## config.mk

```make
export PLATFORM = sky130hd
export DESIGN_NAME = rcg_reference_clock
export DESIGN_NICKNAME = d
export VERILOG_FILES = /design/src/core/rcg_reference_clock.v
export VERILOG_INCLUDE_DIRS = /design/src /design/src/core
export SDC_FILE = /design/constraint.sdc
export NUM_CORES = 1
export LEC_CHECK = 0
export BUFFER_PORTS_ARGS = -buffer_cell sky130_fd_sc_hd__buf_2
export CAP_MARGIN = 20
export CORE_MARGIN = 2
export CORE_UTILIZATION = 46
export DETAILED_ROUTE_END_ITERATION = 8
export GPL_TIMING_DRIVEN = 0
export PLACE_DENSITY_LB_ADDON = 0.08
export SETUP_SLACK_MARGIN = 0.5
export SYNTH_ARGS = -nofsm -noshare
export SYNTH_HDL_FRONTEND = slang
export SYNTH_SLANG_ARGS = --single-unit
```

## constraint.sdc

```tcl
create_clock -name clk -period 10.7 [get_ports clk]
set_input_delay 0.535 -clock clk [delete_from_list [all_inputs] [get_ports clk]]
set_output_delay 0.535 -clock clk [all_outputs]
set_load 0.05 [all_outputs]
```

## src/core/rcg_map.vh

```
// Register map, field positions, reset values and encodings of the reference clock generator.
// Assumes a plain register port with 32-bit data and one clock domain.
// Overview of operation
// usb_frc_select high picks fast RC as USB clock, else primary osc or USB PLL.
// sec_osc_enable turns the secondary oscillator on when 1, off when 0.
// Writing osc_switch_go starts a switch to new_osc_select; reads 0 when done.
// frc_tune is a signed 6-bit offset on the fast RC frequency.
// ref_source_select picks one of nine sources; codes 1001 to 1111 reserved.
// ref_divider_int is 15 bits held in reference control bits 30 to 16.
// ref_divider_frac in trim bits 31 to 23 adds N/512 to the divider.
// Module enable bit turns the reference generator on or off.
// stop_in_idle halts the module while the device is in Idle.
// ref_out_enable drives the reference clock onto ref_clk_out_pin.
// ref_run_in_sleep keeps output running in Sleep; ignored for sources 0000, 0001.
// div_switch_go reads 1 during a divider switch, cleared by hardware when done.
// While enabled, new ref_divider_int waits for div_switch_go.
// While enabled, trim register writes wait for div_switch_go.
// Read-only status shows 1 while a reference clock request is active.
// Software should not change source or divider while request is active.
// Unimplemented bits of tuning, control and trim registers read zero.
// Output is source over twice (int plus frac/512); int zero passes source.
// Divider switch applies on an output clock boundary, then clears div_switch_go.
// new_osc_select encodes eight oscillator choices, 000 to 111.
`ifndef RCG_MAP_VH
`define RCG_MAP_VH
`define RCG_ADDR_OSC_CTRL   4'h0
`define RCG_ADDR_FRC_TUNE   4'h4
`define RCG_ADDR_REF_CTRL   4'h8
`define RCG_ADDR_REF_TRIM   4'hC
`define RCG_OSC_SWITCH_BIT  0
`define RCG_SOSC_EN_BIT     1
`define RCG_USB_FRC_BIT     2
`define RCG_NOSC_LSB        8
`define RCG_NOSC_MSB        10
`define RCG_TUNE_MSB        5
`define RCG_ACTIVE_BIT      8
`define RCG_DIVSW_BIT       9
`define RCG_SLEEP_BIT       11
`define RCG_OUT_EN_BIT      12
`define RCG_IDLE_BIT        13
`define RCG_ON_BIT          15
`define RCG_SEL_MSB         3
`define RCG_DIV_LSB         16
`define RCG_DIV_MSB         30
`define RCG_FRAC_LSB        23
`define RCG_FRAC_MSB        31
`define RCG_SEL_SYSTEM_CLOCK      4'h0
`define RCG_SEL_PERIPH_BUS_CLOCK       4'h1
`define RCG_SEL_EXTIN       4'h8
`define RCG_NOSC_RESET      3'h0
`define RCG_OSC_SWITCH_CYC  4'h8
`endif

```

## src/core/rcg_reference_clock.v

```verilog
// Reference clock generator: source mux, fractional divider, oscillator control bits.
// Assumes all clock sources arrive as sampled levels; all nine are synchronised here.
//
// Our own choices: the register addresses and the address-and-strobe port.
`include "rcg_map.vh"
module rcg_reference_clock #(
  parameter DIV_W  = 15,
  parameter FRAC_W = 9
) (
  // Clock and reset
  input  wire        clk,
  input  wire        sys_rst,
  // Register port
  input  wire [3:0]  regAddr,
  input  wire [31:0] regWrData,
  input  wire        regWrite,
  input  wire        regRead,
  output reg  [31:0] regRdData,
  // Clock sources, sampled as levels
  input  wire        systemClock,
  input  wire        periphBusClock,
  input  wire        primaryOsc,
  input  wire        fastRcOsc,
  input  wire        lowPowerRcOsc,
  input  wire        secOsc,
  input  wire        usbPll,
  input  wire        sysPll,
  input  wire        refClkInPin,
  // Power state
  input  wire        idleMode,
  input  wire        sleepMode,
  // Oscillator switch done input and control outputs
  input  wire        oscSwitchDone,
  output reg         usbFrcSelect,
  output reg         secOscEnable,
  output reg         oscSwitchReq,
  output reg  [2:0]  newOscSelect,
  output reg  [5:0]  frcTune,
  // Reference output pin
  output reg         refClkOutPin,
  output reg         refClkOutEn_n
);

  // Registers.
  reg [DIV_W-1:0]  divInt;
  reg [FRAC_W-1:0] divFrac;
  reg [DIV_W-1:0]  divIntAct;
  reg [FRAC_W-1:0] divFracAct;
  reg [3:0]        srcSel;
  reg              modOn;
  reg              stopIdle;
  reg              outEn;
  reg              runSleep;
  reg              divSwitch;
  reg              reqActive;
  reg [3:0]        oscCnt;

  // Three-stage synchronisers for all nine sources; a change counts when stages agree.
  reg [8:0] srcS1;
  reg [8:0] srcS2;
  reg [8:0] srcS3;
  reg [8:0] srcLvl;
  wire [8:0] srcRaw = {refClkInPin, sysPll, usbPll, secOsc, lowPowerRcOsc, fastRcOsc,
                       primaryOsc, periphBusClock, systemClock};
  genvar g;
  generate
    for (g = 0; g < 9; g = g + 1) begin : gSync
      always @(posedge clk or posedge sys_rst) begin
        if (sys_rst) begin
          srcS1[g]  <= 1'b0;
          srcS2[g]  <= 1'b0;
          srcS3[g]  <= 1'b0;
          srcLvl[g] <= 1'b0;
        end else begin
          srcS1[g] <= srcRaw[g];
          srcS2[g] <= srcS1[g];
          srcS3[g] <= srcS2[g];
          if (srcS2[g] == srcS3[g]) begin
            srcLvl[g] <= srcS3[g];
          end
        end
      end
    end
  endgenerate

  // Source mux; reserved codes give a quiet source.
  function srcPick;
    input [3:0] sel;
    input [8:0] lvl;
    begin
      if (sel <= `RCG_SEL_EXTIN) begin
        srcPick = lvl[sel];
      end else begin
        srcPick = 1'b0;
      end
    end
  endfunction

  wire srcBit = srcPick(srcSel, srcLvl);
  reg  srcPrev;
  wire srcEdge = srcBit & ~srcPrev;

  // Sleep stops the output unless allowed; the clock-derived sources always stop.
  wire sleepStop = sleepMode & (~runSleep | (srcSel == `RCG_SEL_SYSTEM_CLOCK) |
                   (srcSel == `RCG_SEL_PERIPH_BUS_CLOCK));
  wire running = modOn & ~(stopIdle & idleMode) & ~sleepStop;

  // Fractional divider: half period is divIntAct + frac/512 source edges.
  // Accumulating the fraction dithers the half period rather than adding jitter-free delay.
  reg [DIV_W-1:0]  halfCnt;
  reg [FRAC_W-1:0] fracAcc;
  reg              outClk;
  wire [FRAC_W:0]  fracSum = {1'b0, fracAcc} + {1'b0, divFracAct};
  wire [DIV_W:0]   halfLen = {1'b0, divIntAct} + {{DIV_W{1'b0}}, fracSum[FRAC_W]};
  wire             halfEnd = srcEdge && ({1'b0, halfCnt} + 16'h0001 >= halfLen);
  wire             passThru = (divIntAct == {DIV_W{1'b0}});
  // The high half end is the output clock boundary where a new divider may load.
  wire             boundary = passThru ? 1'b1 : (halfEnd & outClk);

  always @(posedge clk or posedge sys_rst) begin
    if (sys_rst) begin
      srcPrev    <= 1'b0;
      halfCnt    <= {DIV_W{1'b0}};
      fracAcc    <= {FRAC_W{1'b0}};
      outClk     <= 1'b0;
      divIntAct  <= {DIV_W{1'b0}};
      divFracAct <= {FRAC_W{1'b0}};
      divSwitch  <= 1'b0;
      reqActive  <= 1'b0;
    end else begin
      srcPrev   <= srcBit;
      reqActive <= running;
      if (!running) begin
        halfCnt <= {DIV_W{1'b0}};
        fracAcc <= {FRAC_W{1'b0}};
        outClk  <= 1'b0;
      end else if (passThru) begin
        outClk <= srcBit;
      end else if (srcEdge) begin
        if (halfEnd) begin
          halfCnt <= {DIV_W{1'b0}};
          fracAcc <= fracSum[FRAC_W-1:0];
          outClk  <= ~outClk;
        end else begin
          halfCnt <= halfCnt + {{(DIV_W-1){1'b0}}, 1'b1};
        end
      end
      // Divider values load directly while off, else only on a switch, at a boundary or while not running.
      if (!modOn) begin
        divIntAct  <= divInt;
        divFracAct <= divFrac;
      end
      if (regWrite && regAddr == `RCG_ADDR_REF_CTRL && regWrData[`RCG_DIVSW_BIT]) begin
        divSwitch <= 1'b1;
      end else if (divSwitch && (!running || boundary)) begin
        divIntAct  <= divInt;
        divFracAct <= divFrac;
        divSwitch  <= 1'b0;
      end
    end
  end

  // Register writes and oscillator switch.
  always @(posedge clk or posedge sys_rst) begin
    if (sys_rst) begin
      usbFrcSelect <= 1'b0;
      secOscEnable <= 1'b0;
      oscSwitchReq <= 1'b0;
      newOscSelect <= `RCG_NOSC_RESET;
      frcTune      <= 6'h00;
      divInt       <= {DIV_W{1'b0}};
      divFrac      <= {FRAC_W{1'b0}};
      srcSel       <= 4'h0;
      modOn        <= 1'b0;
      stopIdle     <= 1'b0;
      outEn        <= 1'b0;
      runSleep     <= 1'b0;
      oscCnt       <= 4'h0;
    end else begin
      if (oscSwitchReq) begin
        oscCnt <= oscCnt + 4'h1;
      end
      // Completion comes from the clock switcher or a timeout so the bit never sticks.
      if (oscSwitchReq && (oscSwitchDone || oscCnt == `RCG_OSC_SWITCH_CYC)) begin
        oscSwitchReq <= 1'b0;
        oscCnt       <= 4'h0;
      end
      if (regWrite) begin
        case (regAddr)
          `RCG_ADDR_OSC_CTRL: begin
            usbFrcSelect <= regWrData[`RCG_USB_FRC_BIT];
            secOscEnable <= regWrData[`RCG_SOSC_EN_BIT];
            newOscSelect <= regWrData[`RCG_NOSC_MSB:`RCG_NOSC_LSB];
            if (regWrData[`RCG_OSC_SWITCH_BIT]) begin
              oscSwitchReq <= 1'b1;
              oscCnt       <= 4'h0;
            end
          end
          `RCG_ADDR_FRC_TUNE: begin
            frcTune <= regWrData[`RCG_TUNE_MSB:0];
          end
          `RCG_ADDR_REF_CTRL: begin
            divInt   <= regWrData[`RCG_DIV_MSB:`RCG_DIV_LSB];
            modOn    <= regWrData[`RCG_ON_BIT];
            stopIdle <= regWrData[`RCG_IDLE_BIT];
            outEn    <= regWrData[`RCG_OUT_EN_BIT];
            runSleep <= regWrData[`RCG_SLEEP_BIT];
            srcSel   <= regWrData[`RCG_SEL_MSB:0];
          end
          `RCG_ADDR_REF_TRIM: begin
            divFrac <= regWrData[`RCG_FRAC_MSB:`RCG_FRAC_LSB];
          end
          default: begin
          end
        endcase
      end
    end
  end

  // Read data one cycle after the strobe; unused bits are zero.
  always @(posedge clk or posedge sys_rst) begin
    if (sys_rst) begin
      regRdData <= 32'h00000000;
    end else begin
      regRdData <= 32'h00000000;
      if (regRead) begin
        case (regAddr)
          `RCG_ADDR_OSC_CTRL: begin
            regRdData <= {21'h000000, newOscSelect, 5'h00, usbFrcSelect, secOscEnable,
                          oscSwitchReq};
          end
          `RCG_ADDR_FRC_TUNE: begin
            regRdData <= {26'h0000000, frcTune};
          end
          `RCG_ADDR_REF_CTRL: begin
            regRdData <= {1'b0, divInt, modOn, 1'b0, stopIdle, outEn, runSleep, 1'b0,
                          divSwitch, reqActive, 4'h0, srcSel};
          end
          `RCG_ADDR_REF_TRIM: begin
            regRdData <= {divFrac, 23'h000000};
          end
          default: begin
            regRdData <= 32'h00000000;
          end
        endcase
      end
    end
  end

  // Output pin, driven low-enabled while output enable and module enable are both set.
  always @(posedge clk or posedge sys_rst) begin
    if (sys_rst) begin
      refClkOutPin  <= 1'b0;
      refClkOutEn_n <= 1'b1;
    end else begin
      // Gating with the module enable keeps a stale high clock off a released pin.
      refClkOutPin  <= outEn & modOn & outClk;
      refClkOutEn_n <= ~(outEn & modOn);
    end
  end

endmodule // rcg_reference_clock

```

Word level (Yosys, flattened, before mapping)
Index checks and enable logic that the tools add are counted.
{ "totals": {"ff_bits": 170, "output_inout_bits": 46} }
{ "op_classes": {"n_addsub": 5, "order_cmp": 3, "eq_ne": 19, "n_mux": 35, "bitwise": 16, "reduce_logical": 19} }
{ "op_table": {"columns": ["operator", "count"], "rows": [
  ["$pmux 32 s4", 1],
  ["$mux 15", 7],
  ["$mux 9", 7],
  ["$mux 32", 1],
  ["$mux 4", 5],
  ["$add 15x1->16", 1],
  ["$add 15x1->16 const B", 1],
  ["$ge 16x16->1", 1],
  ["$add 15x1->15 const B", 1],
  ["$logic_not 15->1", 1],
  ["$mux 1", 13],
  ["$eq 4x4->1 const B", 3],
  ["$reduce_and 2->1", 6],
  ["$add 9x9->10", 1],
  ["$eq 1x1->1", 9],
  ["$and 1x1->1", 8],
  ["$logic_not 4->1", 2],
  ["$not 1->1", 6],
  ["$logic_and 1x1->1", 5],
  ["$lt 4x5->1 const B", 1],
  ["$add 4x1->4 const B", 1],
  ["$bmux 1 s4", 1],
  ["$eq 4x1->1 const B", 1],
  ["$eq 4x3->1 const B", 1],
  ["other kinds (10)", 13]
]} }

Logic depth before layout (Yosys ltp)
Gate-level depths: netlist of run 1.
{ "depth": {"word_depth": 11, "mapped_depth": 22, "mapped_depth_nobuf": 19} }

Least setup slack after synthesis of run 1
OpenSTA, ideal clock, no wires.
{ "synth_timing": {"path_kind": "reg2reg", "from": "register divFracAct[1]", "to": "register divFracAct[6]", "setup_time_ns": 0.124, "arrival_time_ns": 4.340, "required_ns": 10.576, "path_slack_ns": 6.236, "path_stages_with_launch": 20, "period_less_slack_ns": 4.464, "cell_sequence": "dfrtp_1 > ha_1 > a21o_1 > a21oi_1 > o211ai_1 > a31o_2 > a21o_1 > ha_1 > ha_1 > and3_1 > xnor2_1 > ha_1 > nand3_1 > or3_1 > or4_4 > a31o_1 > buf_6 > buf_12 > mux2i_1 > a211o_1"} }
{ "synth_via": {"elab_chain_len": 10} }
{ "synth_rtl": {"columns": ["element", "line_no", "source"], "rows": [
  ["start: declaration", "rcg_reference_clock.v:48", "reg [FRAC_W-1:0] divFracAct;"],
  ["start signal: assignment", "rcg_reference_clock.v:127", "divFracAct <= {FRAC_W{1'b0}};"],
  ["start signal: assignment", "rcg_reference_clock.v:151", "divFracAct <= divFrac;"],
  ["start signal: assignment", "rcg_reference_clock.v:157", "divFracAct <= divFrac;"],
  ["$add 9x9->10", "rcg_reference_clock.v:113", "wire [FRAC_W:0] fracSum = {1'b0, fracAcc} + {1'b0, divFracAct};"],
  ["$add 15x1->16", "rcg_reference_clock.v:114", "wire [DIV_W:0] halfLen = {1'b0, divIntAct} + {{DIV_W{1'b0}}, fracSum[FRAC_W]};"],
  ["$ge 16x16->1", "rcg_reference_clock.v:115", "wire halfEnd = srcEdge && ({1'b0, halfCnt} + 16'h0001 >= halfLen);"],
  ["$logic_and 1x1->1", "rcg_reference_clock.v:115", null],
  ["$and 1x1->1", "rcg_reference_clock.v:118", "wire boundary = passThru ? 1'b1 : (halfEnd & outClk);"],
  ["$mux 1", "rcg_reference_clock.v:118", null],
  ["$logic_or 1x1->1", "rcg_reference_clock.v:155", "end else if (divSwitch && (!running || boundary)) begin"],
  ["$logic_and 1x1->1", "rcg_reference_clock.v:155", null],
  ["$mux 9", "rcg_reference_clock.v:155", null],
  ["$mux 9", "rcg_reference_clock.v:153", "if (regWrite && regAddr == `RCG_ADDR_REF_CTRL && regWrData[`RCG_DIVSW_BIT]) begin"]
]} }
Every way passes these cells.
A chain may end at the register's enable or synchronous reset.

Worst setup path in the final report of run 1
{ "layout_timing": {"from": "register divFracAct[1]", "to": "register halfCnt[0]"} }
{ "layout_via": {"elab_chain_len": 8} }
{ "layout_rtl": {"columns": ["element", "line_no", "source"], "rows": [
  ["$add 9x9->10", "rcg_reference_clock.v:113", null],
  ["$add 15x1->16", "rcg_reference_clock.v:114", null],
  ["$ge 16x16->1", "rcg_reference_clock.v:115", null],
  ["$logic_and 1x1->1", "rcg_reference_clock.v:115", null],
  ["$mux 15", "rcg_reference_clock.v:140", "if (halfEnd) begin"],
  ["$mux 15", "rcg_reference_clock.v:139", "end else if (srcEdge) begin"],
  ["$mux 15", "rcg_reference_clock.v:137", "end else if (passThru) begin"],
  ["$mux 15", "rcg_reference_clock.v:133", "if (!running) begin"],
  ["end signal: assignment", "rcg_reference_clock.v:134", "halfCnt <= {DIV_W{1'b0}};"],
  ["end signal: assignment", "rcg_reference_clock.v:141", "halfCnt <= {DIV_W{1'b0}};"],
  ["end signal: assignment", "rcg_reference_clock.v:145", "halfCnt <= halfCnt + {{(DIV_W-1){1'b0}}, 1'b1};"],
  ["end: declaration", "rcg_reference_clock.v:110", "reg [DIV_W-1:0] halfCnt;"]
]} }
Every way passes these cells. The select of a mux whose other input is x is not followed.

==> summary.txt, run 1 <==
Clock network
  – Setup Fix Bufs, Post-CTS: 0
  – Clock transition at the registers of the reported paths: 0.07 ns
  – Inserted Clock Buffers: 17
  – Maximum buffer depth of the clock tree: 2
  – TritonCTS clock tree: yes
  – Clock sinks: 167
  – Clock root buffer: sky130_fd_sc_hd__clkbuf_16
  – Clock network latency to the later pin of the worst-skew pair: 0.43 ns
  – Post-cts repair resize count: 0
  – Hold buffer count at cts: 0
  – Maximum level of the CTS H-tree: 4

Floorplan
  – Floorplan die height: 138 um
  – Placeable core region: 0.0178 sq mm
  – Area enclosed by the die boundary: 0.0191 sq mm
  – Site Rows: 49
  – DIE WIDTH: 138 um
  – Io pins: 98
  – Initial core utilization: 46.5%

Worst setup path
  – Category of the most critical setup path: reg -> reg
  – Path depth of the worst reg2reg path: 21
  – Data required, critical path: 11.04 ns
  – Most common cell type on the critical path: sky130_fd_sc_hd__ha_1
  – Maximum cell stage delay along the critical path: 0.45 ns
  – Reg2Reg Capture Point: halfCnt[0]$_DFFE_PP0P_
  – CP endpoint kind: flop
  – Worst setup SP type: flop
  – Crit path DAT: 5.47 ns
  – Worst-path cell chain: ha_1 > a21o_1 > a21oi_1 > o211ai_1 > a31o_2 > a21o_1 > ha_1 > ha_1 > and3_1 > nor2b_1 > nand2_1 > xor2_1 > ha_1 > o21ai_0 > nor2_1 > nor3_1 > and3_1 > clkbuf_1 > clkbuf_1 > nand2_1 > o21ai_0
  – R2r startpoint: divFracAct[1]$_DFF_PP0_
  – Peak fanout along the critical path: 10
  – R2R setup slack: 5.57 ns
  – Slowest library cell on the worst path: sky130_fd_sc_hd__dfrtp_1

Logic synthesis
  – Number of distinct library cells after synthesis: 66
  – Sequential element share of the synthesized area: 50.3%
  – Top post-synthesis cells by area: sky130_fd_sc_hd__dfrtp_1 (50%), sky130_fd_sc_hd__mux2_2 (5.2%), sky130_fd_sc_hd__ha_1 (4.5%)
  – Number of enable flip-flop cells after synthesis: 0
  – Area leader, netlist: sky130_fd_sc_hd__dfrtp_1
  – Yosys top cell area share: 50.0%
  – Post-synthesis async set-or-reset flop share: 100%
  – Seq cells post-synth: 167
  – Number of warnings issued by yosys: 0
  – Synthesized cell area: 0.00830 sq mm
  – Avg Synthesized Cell Area: 11.0 sq um
  – Ys flop type: sky130_fd_sc_hd__dfrtp_1
  – Post-Synthesis Cells: 758

Timing
  – Achievable clock frequency: 195 MHz
  – Final Max Slew Viols: 0
  – Summed negative setup slack over all endpoints: 0 ns
  – Clock period minus final worst setup slack: 5.13 ns
  – Final critical-path setup slack: 5.57 ns
  – Setup repair after global routing missed its margin: no
  – Clock skew after layout: 0.0111 ns
  – Final cycle utilization of the critical path: 47.9%
  – Worst-margin pin slew: 0.839 ns
  – Relative slew margins: 43.6%
  – Setup violation total in the final timing report: 0
  – Final Hold Fails: 0

Drt
  – Detailed-route vias per instance: 5.69
  – Total wire length after detailed routing: 20500 um
  – Length of the first detailed-routing pass in iterations: 6
  – Drt wl/cell: 18.4 um
  – Number of nets with antenna violations after routing: 0
  – Post-route DRC: 0
  – Total vias in the final route: 6340
  – Starting DRT DRC Count: 353

Finish
  – Share of layout cells above drive strength 1: 24.1%
  – Commonest non-fill, non-tap cell in the layout: sky130_fd_sc_hd__dfrtp_1
  – Commonest cells after routing, fill and taps aside: sky130_fd_sc_hd__dfrtp_1 (166), sky130_fd_sc_hd__buf_2 (98), sky130_fd_sc_hd__nand2_1 (92)
  – Final layout net count: 954
  – Synth-to-Final Area Change: 16.6%
  – Utilization of the core after routing: 54.3%
  – Layout filler cell count: 1587

Power
  – IR Drop Worst-Case VDD: 0.152 mV
  – Final Total Pwr: 1910 uW
  – Pwr dens: 198 mW/mm^2
  – Cell leakage power: 0.00462 uW

Global route
  – Wire length of the first global-routing pass: 33800 um
  – Vias in the first global route: 6460
  – Total GRT Usage: 22.2%
  – Grt ovf: 0
  – Pin count of the biggest net entering global routing: 125
  – Antenna violations before repair: 1

Run status
  – Run status: finished, final reports clean

Placed design
  – Number of port buffers: 91
  – Setup Slack @ Placement: 5.59 ns
  – Half-perimeter wire length of the detailed placement result: 15000 um
  – RePlAce Congestion: 0.840

Run
  – Number of max-cap violations: 0

Hold path
  – Hold crit path type: in -> async
[Yosys cell counts (3+ instances only)]
master / instances
sky130_fd_sc_hd__buf_4: 4
sky130_fd_sc_hd__o2bb2ai_1: 19
sky130_fd_sc_hd__mux2_2: 38
sky130_fd_sc_hd__buf_6: 3
sky130_fd_sc_hd__nor2_1: 35
sky130_fd_sc_hd__clkbuf_1: 30
sky130_fd_sc_hd__nor4_1: 5
sky130_fd_sc_hd__o21ai_0: 13
sky130_fd_sc_hd__xor2_1: 13
sky130_fd_sc_hd__a211o_1: 9
sky130_fd_sc_hd__nor2b_1: 5
sky130_fd_sc_hd__o211ai_1: 7
sky130_fd_sc_hd__inv_1: 18
sky130_fd_sc_hd__a22oi_1: 9
sky130_fd_sc_hd__dfrtp_1: 166
sky130_fd_sc_hd__a21oi_1: 26
sky130_fd_sc_hd__nand2b_1: 3
sky130_fd_sc_hd__a22o_1: 14
sky130_fd_sc_hd__mux2i_1: 18
sky130_fd_sc_hd__nand4_1: 23
sky130_fd_sc_hd__o211ai_2: 15
sky130_fd_sc_hd__nand2_1: 92
sky130_fd_sc_hd__or2_2: 6
sky130_fd_sc_hd__nor3_1: 10
sky130_fd_sc_hd__xnor2_1: 15
sky130_fd_sc_hd__maj3_1: 9
sky130_fd_sc_hd__buf_2: 7
sky130_fd_sc_hd__nand3_1: 28
sky130_fd_sc_hd__ha_1: 30
sky130_fd_sc_hd__and2_1: 9
sky130_fd_sc_hd__a31oi_1: 4
sky130_fd_sc_hd__a21o_1: 4
sky130_fd_sc_hd__o22ai_1: 6
sky130_fd_sc_hd__and3_1: 23
[registers in the layout (all words and copies together), names as in the netlist, 6 cells and up]
signal and count:
divIntAct 15, srcLvl 9, halfCnt 15, frcTune 6
srcS3 9, fracAcc 9, divFracAct 9, divInt 15
divFrac 9, srcS2 9, srcS1 9, regRdData 29
[per-stage QoR]
stage          cell area, sq um  hold WS, ns  cells
6_report                   9690       0.0808   1114
5_1_grt                    9690       0.0740   1114
4_1_cts                    9680       0.0732   1113
3_5_place_dp               9090        0.335   1081
3_3_place_gp               9050        0.333   1080
2_1_floorplan              8310        0.331    760
[metal layers]
layer / part of all wire (%) / up-vias / routed length, um / global-route usage [%]
li1: - / 2973 / - / -
met1: 45 / 3168 / 9180 / 29.5
met2: 48 / 168 / 9860 / 35.0
met3: 5.0 / 31 / 1030 / 5.92
met4: 2.3 / 0 / 478 / 8.27
met5: 0 / - / 0 / 0
[cell type report]
cell class	instances	area [sq um]	share of cell area, %
Multi-Input combinational cell	527	3810	39.3
Buffer	48	254	2.62
Tap cell	229	287	2.96
Inverter	18	75.1	0.775
Antenna cell	1	2.50	0.0258
Sequential cell	167	4180	43.2
Clock buffer	17	425	4.39
Timing Repair Buffer	92	483	4.99
Clock inverter	15	170	1.76
[power by group]
part	internal (uW)	switching (uW)	leakage (uW)	total [uW]
combinational	190	270	0.00221	461
sequential	729	116	0.00213	845
clock	315	293	0.000293	608
total	1230	679	0.00462	1910
[worst max-delay path, delay by kind of cell, from the launching register on]
kind	cells	cell delay, ns
fa+ha+maj	4	1.03
xor+xnor	1	0.16
simple gates	7	1.32
flops	1	0.45
compound gates	7	1.39
buf+inv	2	0.67
[cell families (layout without fill, tap and decap cells)]
| logic type | count (synthesis) | after routing | synth area share, % |
|---|---|---|---|
| adders and majority gates | 40 | 40 | 5.85 |
| AOI/OAI and AO/OA | 148 | 148 | 14.1 |
| DFF | 167 | 167 | 50.3 |
| muxes | 57 | 57 | 7.59 |
| xor gates and xnor gates | 28 | 28 | 2.95 |
| and+or+nand+nor | 251 | 251 | 15.3 |
| other | 1 | 4 | 0.0452 |
| buffers and inverters | 66 | 190 | 3.87 |
[worst max path at each step]
stage / start / slack (ns) / end
finish: divFracAct[1]$_DFF_PP0_ / 5.57 / halfCnt[0]$_DFFE_PP0P_
global route: divFracAct[1]$_DFF_PP0_ / 5.13 / halfCnt[0]$_DFFE_PP0P_
CTS: divFracAct[1]$_DFF_PP0_ / 5.55 / halfCnt[0]$_DFFE_PP0P_
detailed placement: divFracAct[1]$_DFF_PP0_ / 5.59 / halfCnt[0]$_DFFE_PP0P_
global placement: sys_rst / 3.93 / halfCnt[14]$_DFFE_PP0P_
floorplan: sys_rst / 5.65 / divFracAct[0]$_DFF_PP0_
No activity file was read; power rests on OpenSTA's default activity.
==> run 2: changes to the inputs <==
==> constraint.sdc (replaced) <==
create_clock -name clk -period 5.3 [get_ports clk]
set_input_delay 0.265 -clock clk [delete_from_list [all_inputs] [get_ports clk]]
set_output_delay 0.265 -clock clk [all_outputs]
set_load 0.05 [all_outputs]
==> run 2 against run 1 <==
Effect of this change:
- clock skew increased by 0.0018 ns
- hold slack lost 0.019 ns
- combinational power up 110%
- total power is 100% higher
- sequential power rose by 100%
- wire length is 2.5% higher
- setup slack got worse by 4.9 ns
- via count is 1.1% higher
- global-route usage grew 0.17 points
- highest routed layer unchanged
==> summary.txt, run 2 (same netlist as run 1, synthesis figures left out) <==
Timing
  – Final Hold Fails: 0 (unchanged)
  – Clock skew after layout: 0.0130 ns (was 0.0111 ns)
  – Achievable clock frequency: 214 MHz (was 195 MHz)
  – Setup violation total in the final timing report: 0 (unchanged)
  – Final cycle utilization of the critical path: 88.0% (was 47.9%)
  – Relative slew margins: 43.3% (was 43.6%)
  – Worst-margin pin slew: 0.844 ns (was 0.839 ns)
  – Clock period minus final worst setup slack: 4.67 ns (was 5.13 ns)
  – Setup repair after global routing missed its margin: no (unchanged)
  – Final Max Slew Viols: 0 (unchanged)
  – Hold Worst Slack: 0.0618 ns (was 0.0808 ns)

Global route
  – Antenna violations before repair: 1 (unchanged)
  – Grt ovf: 0 (unchanged)
  – Pin count of the biggest net entering global routing: 125 (unchanged)
  – Total GRT Usage: 22.3% (was 22.2%)
  – Wire length of the first global-routing pass: 34100 um (was 33800 um)
  – Vias in the first global route: 6516 (was 6460)

Hold path
  – Worst hold stages: 3
  – Hold crit path type: in -> reg (was in -> async)
  – Start point of the worst min-delay path: regWrData[15]
  – Hold Path Sink: modOn$_DFFE_PP0P_

Worst setup path
  – Data required, critical path: 5.62 ns (was 11.04 ns)
  – Path depth of the worst reg2reg path: 19 (was 21)
  – Maximum cell stage delay along the critical path: 0.57 ns (was 0.45 ns)
  – R2R setup slack: 0.63 ns (was 5.57 ns)
  – Slowest library cell on the worst path: sky130_fd_sc_hd__or4_4 (was sky130_fd_sc_hd__dfrtp_1)
  – CP top delay family: compound AO/OA/AOI/OAI gates (unchanged)
  – Category of the most critical setup path: reg -> reg (unchanged)
  – Buffering stage count on the worst path with inverters included: 2 (unchanged)
  – Peak fanout along the critical path: 5 (was 10)
  – Most common cell type on the critical path: sky130_fd_sc_hd__ha_4 (was sky130_fd_sc_hd__ha_1)
  – Worst setup SP type: flop (unchanged)
  – Crit path DAT: 4.99 ns (was 5.47 ns)
  – CP endpoint kind: flop (unchanged)
  – R2r startpoint: divFracAct[1]$_DFF_PP0_ (unchanged)
  – Reg2Reg Capture Point: divFracAct[4]$_DFF_PP0_ (was halfCnt[0]$_DFFE_PP0P_)
  – Worst-path cell chain: ha_4 > a21o_1 > a21oi_2 > o211ai_1 > a31o_2 > a21o_1 > ha_4 > ha_4 > and3_4 > xnor2_1 > ha_1 > nand3_2 > or3_1 > or4_4 > a31o_4 > buf_8 > clkbuf_16 > mux2i_1 > a211o_1 (was ha_1 > a21o_1 > a21oi_1 > o211ai_1 > a31o_2 > a21o_1 > ha_1 > ha_1 > and3_1 > nor2b_1 > nand2_1 > xor2_1 > ha_1 > o21ai_0 > nor2_1 > nor3_1 > and3_1 > clkbuf_1 > clkbuf_1 > nand2_1 > o21ai_0)

Floorplan
  – Io pins: 98 (unchanged)
  – Placeable core region: 0.0178 sq mm (unchanged)
  – Floorplan die height: 138 um (unchanged)
  – Site Rows: 49 (unchanged)
  – Initial core utilization: 46.5% (unchanged)
  – Area enclosed by the die boundary: 0.0191 sq mm (unchanged)
  – DIE WIDTH: 138 um (unchanged)

Power
  – Psw: 1390 uW (was 679 uW)
  – Fraction of power spent switching nets: 35.6% (was 35.5%)
  – Pwr dens: 391 mW/mm^2 (was 198 mW/mm^2)
  – IR Drop Worst-Case VDD: 0.309 mV (was 0.152 mV)
  – Part of the power in combinational logic: 24.6% (was 24.1%)
  – Cell leakage power: 0.00472 uW (was 0.00462 uW)
  – Final Total Pwr: 3900 uW (was 1910 uW)
  – Part of the power in the clock network: 31.5% (was 31.8%)
  – Internal power of the cells: 2510 uW (was 1230 uW)
  – Reg power frac: 43.9% (was 44.1%)

Run
  – Number of max-cap violations: 0 (unchanged)

Clock network
  – TritonCTS clock tree: yes (unchanged)
  – Clock network latency to the later pin of the worst-skew pair: 0.43 ns (about the same)
  – Clock sinks: 167 (unchanged)
  – Inserted Clock Buffers: 17 (unchanged)
  – Clock transition at the registers of the reported paths: 0.07 ns (about the same)
  – Clock root buffer: sky130_fd_sc_hd__clkbuf_16 (unchanged)
  – Maximum buffer depth of the clock tree: 2 (unchanged)
  – Maximum level of the CTS H-tree: 4 (unchanged)

Drt
  – Detailed-route vias per instance: 5.65 (was 5.69)
  – Drt wl/cell: 18.6 um (was 18.4 um)
  – Total wire length after detailed routing: 21100 um (was 20500 um)
  – Length of the first detailed-routing pass in iterations: 5 (was 6)
  – Total vias in the final route: 6410 (was 6340)
  – Number of nets with antenna violations after routing: 0 (unchanged)
  – Post-route DRC: 0 (unchanged)
  – Starting DRT DRC Count: 349 (was 353)

Finish
  – Multi-input combinational cell area: 0.00388 sq mm (was 0.00381 sq mm)
  – Synth-to-Final Area Change: 20.0% (was 16.6%)
  – Final instance area: 0.00996 sq mm (was 0.00969 sq mm)
  – Final layout net count: 974 (was 954)
  – Number of flip-flops in the largest register: 29 (unchanged)
  – Layout filler cell count: 1552 (was 1587)
  – Utilization of the core after routing: 55.8% (was 54.3%)
  – Commonest cells after routing, fill and taps aside: sky130_fd_sc_hd__dfrtp_1 (165), sky130_fd_sc_hd__buf_2 (98), sky130_fd_sc_hd__nand2_1 (92) (was sky130_fd_sc_hd__dfrtp_1 (166), sky130_fd_sc_hd__buf_2 (98), sky130_fd_sc_hd__nand2_1 (92))
  – FF/Latch Area: 0.00418 sq mm (about the same)
  – Commonest non-fill, non-tap cell in the layout: sky130_fd_sc_hd__dfrtp_1 (unchanged)
  – Share of layout cells above drive strength 1: 26.3% (was 24.1%)
  – Largest Register: regRdData (unchanged)

Placed design
  – Post-Place Cell Area: 0.00909 sq mm (unchanged)
  – Half-perimeter wire length of the detailed placement result: 15000 um (unchanged)
  – RePlAce Congestion: 0.840 (unchanged)
  – Number of port buffers: 91 (unchanged)

Run status
  – Run status: finished, final reports clean (unchanged)
## run 2: cell types whose count changed in the layout (fill, tap and decap cells not counted), sizes merged
cell / delta
buf: +10
dlygate4sd3: +10
## run 2: stage by stage
| step | setup slack, ns | TNS [ns] | std cells |
|---|---|---|---|
| after floorplan | 0.518 | 0 | 760 |
| after global routing | 0.488 | 0 | 1134 |
| final | 0.635 | 0 | 1134 |
| after global placement | -1.20 | -195.85 | 1080 |
| after CTS | 0.508 | 0 | 1125 |
| after detailed placement | 0.190 | 0 | 1081 |
## run 2: cell type report
| cell class | count | area share [%] |
|---|---|---|
| Antenna cell | 1 | 0.0251 |
| Clock inverter | 15 | 1.71 |
| Inverter | 18 | 0.753 |
| Clock buffer | 17 | 4.27 |
| Tap cell | 229 | 2.88 |
| Multi-Input combinational cell | 527 | 39.0 |
| Buffer | 48 | 2.64 |
| Timing Repair Buffer | 112 | 6.78 |
| Sequential cell | 167 | 42.0 |
## run 2: how the worst max path moves through the flow
stage | startpoint | endpoint | cells after the start
finish | divFracAct[1]$_DFF_PP0_ | divFracAct[4]$_DFF_PP0_ | 19
global placement | sys_rst | halfCnt[14]$_DFFE_PP0P_ | 2
global route | fracAcc[1]$_DFFE_PP0P_ | fracAcc[3]$_DFFE_PP0P_ | 19
floorplan | sys_rst | divFracAct[0]$_DFF_PP0_ | 1
detailed placement | divFracAct[1]$_DFF_PP0_ | halfCnt[0]$_DFFE_PP0P_ | 21
CTS | divFracAct[1]$_DFF_PP0_ | divFracAct[7]$_DFF_PP0_ | 19
## run 2: layer usage
| layer | vias to the layer above | wire [um] | global-route usage, % |
|---|---|---|---|
| met5 | - | 0 | 0 |
| met2 | 148 | 10200 | 35.3 |
| met1 | 3218 | 9430 | 30.1 |
| met3 | 29 | 1000 | 5.40 |
| li1 | 3015 | - | - |
| met4 | 0 | 470 | 8.38 |
## run 2: repair_timing
item,4_1_cts,5_1_grt
endpoints found under the setup margin,49,50
pin swaps,1,9
setup buffers,2,7
gates cloned,0,1
hold endpoints to repair,52,0
hold buffers,10,0
resized for setup,7,15
## run 2: worst register-to-register path: stages, from the launching register on
cell and delay (ns):
sky130_fd_sc_hd__dfrtp_2 0.44, sky130_fd_sc_hd__ha_4 0.24, sky130_fd_sc_hd__a21o_1 0.19, sky130_fd_sc_hd__a21oi_2 0.16
sky130_fd_sc_hd__o211ai_1 0.12, sky130_fd_sc_hd__a31o_2 0.28, sky130_fd_sc_hd__a21o_1 0.22, sky130_fd_sc_hd__ha_4 0.20
sky130_fd_sc_hd__ha_4 0.16, sky130_fd_sc_hd__and3_4 0.18, sky130_fd_sc_hd__xnor2_1 0.13, sky130_fd_sc_hd__ha_1 0.33
sky130_fd_sc_hd__nand3_2 0.10, sky130_fd_sc_hd__or3_1 0.31, sky130_fd_sc_hd__or4_4 0.57, sky130_fd_sc_hd__a31o_4 0.26
sky130_fd_sc_hd__buf_8 0.13, sky130_fd_sc_hd__clkbuf_16 0.16, sky130_fd_sc_hd__mux2i_1 0.12, sky130_fd_sc_hd__a211o_1 0.27
## run 2: power groups by stage
stage	Combinational [uW]	Clock (uW)	Sequential, uW
global placement	893	0	1710
finish	959	1230	1710
detailed placement	931	0	1720
floorplan	640	0	1730
CTS	951	1260	1700
global route	1060	1320	1740
==> run 3: changes to the inputs <==
--- a/config.mk
+++ b/config.mk
@@ -7,9 +7,9 @@
 export NUM_CORES = 1
 export LEC_CHECK = 0
 export BUFFER_PORTS_ARGS = -buffer_cell sky130_fd_sc_hd__buf_2
-export CAP_MARGIN = 20
+export CAP_MARGIN = 0
 export CORE_MARGIN = 2
-export CORE_UTILIZATION = 46
+export CORE_UTILIZATION = 23
 export DETAILED_ROUTE_END_ITERATION = 8
 export GPL_TIMING_DRIVEN = 0
 export PLACE_DENSITY_LB_ADDON = 0.08
==> run 3 against run 2 <==
Effect of this change:
- final area grew 3.0%
- register-to-register slack is essentially flat
- sequential power is essentially flat
- hold slack lost 0.019 ns
- first-iteration DRC count shrank 4.0%
- utilization shrank 27 points
- critical path depth is the same
- die area grew 97%
- critical endpoint is now divFracAct[2]$_DFF_PP0_
==> summary.txt, run 3 (same netlist as run 1, synthesis figures left out) <==
Run status
  – Run status: finished, final reports clean (unchanged)

Timing
  – Hold Worst Slack: 0.0432 ns (was 0.0618 ns)
  – Final Hold Fails: 0 (unchanged)
  – Relative slew margins: 32.3% (was 43.3%)
  – Worst-margin pin slew: 1.01 ns (was 0.844 ns)
  – Final critical-path setup slack: 0.635 ns (about the same)
  – Final cycle utilization of the critical path: 88.0% (about the same)
  – Clock skew after layout: 0.0112 ns (was 0.0130 ns)
  – Setup repair after global routing missed its margin: yes (was no)
  – Final Max Slew Viols: 0 (unchanged)
  – Clock period minus final worst setup slack: 4.66 ns (was 4.67 ns)
  – Setup violation total in the final timing report: 0 (unchanged)
  – Achievable clock frequency: 214 MHz (about the same)

Placed design
  – Placed cells: 1313 (was 1081)
  – Setup Slack @ Placement: 0.0346 ns (was 0.190 ns)
  – RePlAce Congestion: 0.710 (was 0.840)
  – Half-perimeter wire length of the detailed placement result: 17900 um (was 15000 um)
  – Number of port buffers: 91 (unchanged)

Clock network
  – Clock sinks: 167 (unchanged)
  – Maximum buffer depth of the clock tree: 2 (unchanged)
  – Clock transition at the registers of the reported paths: 0.07 ns (about the same)
  – TritonCTS clock tree: yes (unchanged)
  – Inserted Clock Buffers: 17 (unchanged)
  – Clock root buffer: sky130_fd_sc_hd__clkbuf_16 (unchanged)
  – Clock network latency to the later pin of the worst-skew pair: 0.45 ns (was 0.43 ns)
  – Maximum level of the CTS H-tree: 4 (unchanged)

Finish
  – Count of non-filler cells in the finished layout: 1360 (was 1134)
  – Layout filler cell count: 3784 (was 1552)
  – Number of flip-flops in the largest register: 29 (unchanged)
  – Synth-to-Final Area Change: 23.5% (was 20.0%)
  – FF/Latch Area: 0.00418 sq mm (about the same)
  – Utilization of the core after routing: 28.8% (was 55.8%)
  – Largest Register: regRdData (unchanged)
  – Commonest non-fill, non-tap cell in the layout: sky130_fd_sc_hd__dfrtp_1 (unchanged)
  – Final layout net count: 969 (was 974)
  – Number of inserted diodes: 0 (was 1)
  – Share of layout cells above drive strength 1: 26.4% (was 26.3%)
  – Commonest cells after routing, fill and taps aside: sky130_fd_sc_hd__dfrtp_1 (164), sky130_fd_sc_hd__buf_2 (98), sky130_fd_sc_hd__nand2_1 (92) (was sky130_fd_sc_hd__dfrtp_1 (165), sky130_fd_sc_hd__buf_2 (98), sky130_fd_sc_hd__nand2_1 (92))
  – Multi-input combinational cell area: 0.00391 sq mm (was 0.00388 sq mm)

Drt
  – Detailed-route vias per instance: 4.53 (was 5.65)
  – Drt wl/cell: 18.3 um (was 18.6 um)
  – Total wire length after detailed routing: 24800 um (was 21100 um)
  – Post-route DRC: 0 (unchanged)
  – Starting DRT DRC Count: 335 (was 349)
  – Length of the first detailed-routing pass in iterations: 4 (was 5)
  – Total vias in the final route: 6155 (was 6410)
  – Number of nets with antenna violations after routing: 0 (unchanged)

Hold path
  – Hold crit path type: in -> reg (unchanged)
  – Worst hold stages: 2 (was 3)

Floorplan
  – Io pins: 98 (unchanged)
  – Area enclosed by the die boundary: 0.0376 sq mm (was 0.0191 sq mm)
  – Site Rows: 69 (was 49)
  – Initial core utilization: 23.3% (was 46.5%)
  – Floorplan die height: 194 um (was 138 um)
  – Placeable core region: 0.0356 sq mm (was 0.0178 sq mm)
  – DIE WIDTH: 194 um (was 138 um)

Power
  – Internal power of the cells: 2570 uW (was 2510 uW)
  – Cell leakage power: 0.00470 uW (was 0.00472 uW)
  – Fraction of power spent switching nets: 36.2% (was 35.6%)
  – IR Drop Worst-Case VDD: 0.237 mV (was 0.309 mV)
  – Part of the power in combinational logic: 24.8% (was 24.6%)
  – Reg power frac: 42.6% (was 43.9%)
  – Psw: 1460 uW (was 1390 uW)
  – Part of the power in the clock network: 32.5% (was 31.5%)
  – Pwr dens: 392 mW/mm^2 (was 391 mW/mm^2)

Worst setup path
  – Crit path DAT: 5.00 ns (was 4.99 ns)
  – Termination of the worst setup path: divFracAct[2]$_DFF_PP0_ (was divFracAct[4]$_DFF_PP0_)
  – Critical Path Source: divFracAct[1]$_DFF_PP0_ (unchanged)
  – Path depth of the worst reg2reg path: 19 (unchanged)
  – Data required, critical path: 5.63 ns (was 5.62 ns)
  – Peak fanout along the critical path: 5 (unchanged)
  – R2R setup slack: 0.64 ns (was 0.63 ns)
  – Worst setup SP type: flop (unchanged)
  – R2r startpoint: divFracAct[1]$_DFF_PP0_ (unchanged)
  – Category of the most critical setup path: reg -> reg (unchanged)
  – Reg2Reg Capture Point: divFracAct[2]$_DFF_PP0_ (was divFracAct[4]$_DFF_PP0_)
  – CP endpoint kind: flop (unchanged)

Global route
  – Grt ovf: 0 (unchanged)
  – Total GRT Usage: 13.5% (was 22.3%)
  – Wire length of the first global-routing pass: 38900 um (was 34100 um)
  – Antenna violations before repair: 1 (unchanged)
  – Vias in the first global route: 6502 (was 6516)
  – Pin count of the biggest net entering global routing: 111 (was 125)

Run
  – Number of max-cap violations: 0 (unchanged)
## run 3: worst min path at each step
stage	startpoint	endpoint
after CTS	regWrData[8]	newOscSelect[0]$_DFFE_PP0P_
after floorplan	systemClock	srcS1[0]$_DFF_PP0_
final	regWrData[8]	newOscSelect[0]$_DFFE_PP0P_
after detailed placement	srcS1[3]$_DFF_PP0_	srcS2[3]$_DFF_PP0_
after global routing	regWrData[8]	newOscSelect[0]$_DFFE_PP0P_
after global placement	srcS1[4]$_DFF_PP0_	srcS2[4]$_DFF_PP0_
## run 3: repair_timing
item	CTS	global route
pin swaps	3	20
resized for setup	9	18
hold buffers	10	0
gates cloned	0	1
hold endpoints to repair	65	0
buffers inserted	2	2
endpoints found under the setup margin	50	50
## run 3: area by class of cell
type / instances / area share (%)
flip-flops and latches: 167 / 40.8
multi-input cells: 527 / 38.1
repair buffers: 107 / 6.34
well taps: 461 / 5.62
clock buffers: 17 / 4.15
plain buffers: 48 / 2.52
clock inverters: 15 / 1.76
inverters: 18 / 0.732
## run 3: through the flow
| step | TNS [ns] | cell area, sq um | total power (uW) |
|---|---|---|---|
| 2_1_floorplan | 0 | 8310 | 2370 |
| 3_3_place_gp | -384.49 | 9340 | 2700 |
| 3_5_place_dp | 0 | 9380 | 2700 |
| 4_1_cts | 0 | 10100 | 4050 |
| 5_1_grt | 0 | 10300 | 4280 |
| 6_report | 0 | 10300 | 4020 |
## run 3: layer usage
layer | global-route usage (%) | wire length [um] | vias to the layer above
met5 | 0 | 7 | -
met4 | 4.01 | 357 | 2
met1 | 18.8 | 12400 | 3037
met2 | 21.2 | 11400 | 88
li1 | - | - | 3004
met3 | 2.85 | 714 | 24
## run 3: power groups by stage
| stage | combinational [uW] | sequential (uW) | clock, uW |
|---|---|---|---|
| after CTS | 983 | 1710 | 1350 |
| after floorplan | 640 | 1730 | 0 |
| final | 999 | 1710 | 1310 |
| after global routing | 1120 | 1750 | 1410 |
| after global placement | 961 | 1740 | 0 |
| after detailed placement | 963 | 1740 | 0 |
## run 3: critical path, stage by stage, from the launching register on
cell	delay [ns]
sky130_fd_sc_hd__dfrtp_2	0.44
sky130_fd_sc_hd__ha_4	0.24
sky130_fd_sc_hd__a21o_1	0.16
sky130_fd_sc_hd__a21oi_2	0.16
sky130_fd_sc_hd__o211ai_1	0.15
sky130_fd_sc_hd__a31o_2	0.29
sky130_fd_sc_hd__a21o_4	0.24
sky130_fd_sc_hd__ha_4	0.17
sky130_fd_sc_hd__ha_4	0.16
sky130_fd_sc_hd__and3_4	0.18
sky130_fd_sc_hd__xnor2_2	0.13
sky130_fd_sc_hd__ha_1	0.32
sky130_fd_sc_hd__nand3_2	0.08
sky130_fd_sc_hd__or3_4	0.33
sky130_fd_sc_hd__or4_4	0.57
sky130_fd_sc_hd__a31o_1	0.25
sky130_fd_sc_hd__buf_6	0.14
sky130_fd_sc_hd__buf_12	0.14
sky130_fd_sc_hd__mux2i_1	0.11
sky130_fd_sc_hd__a211o_1	0.26
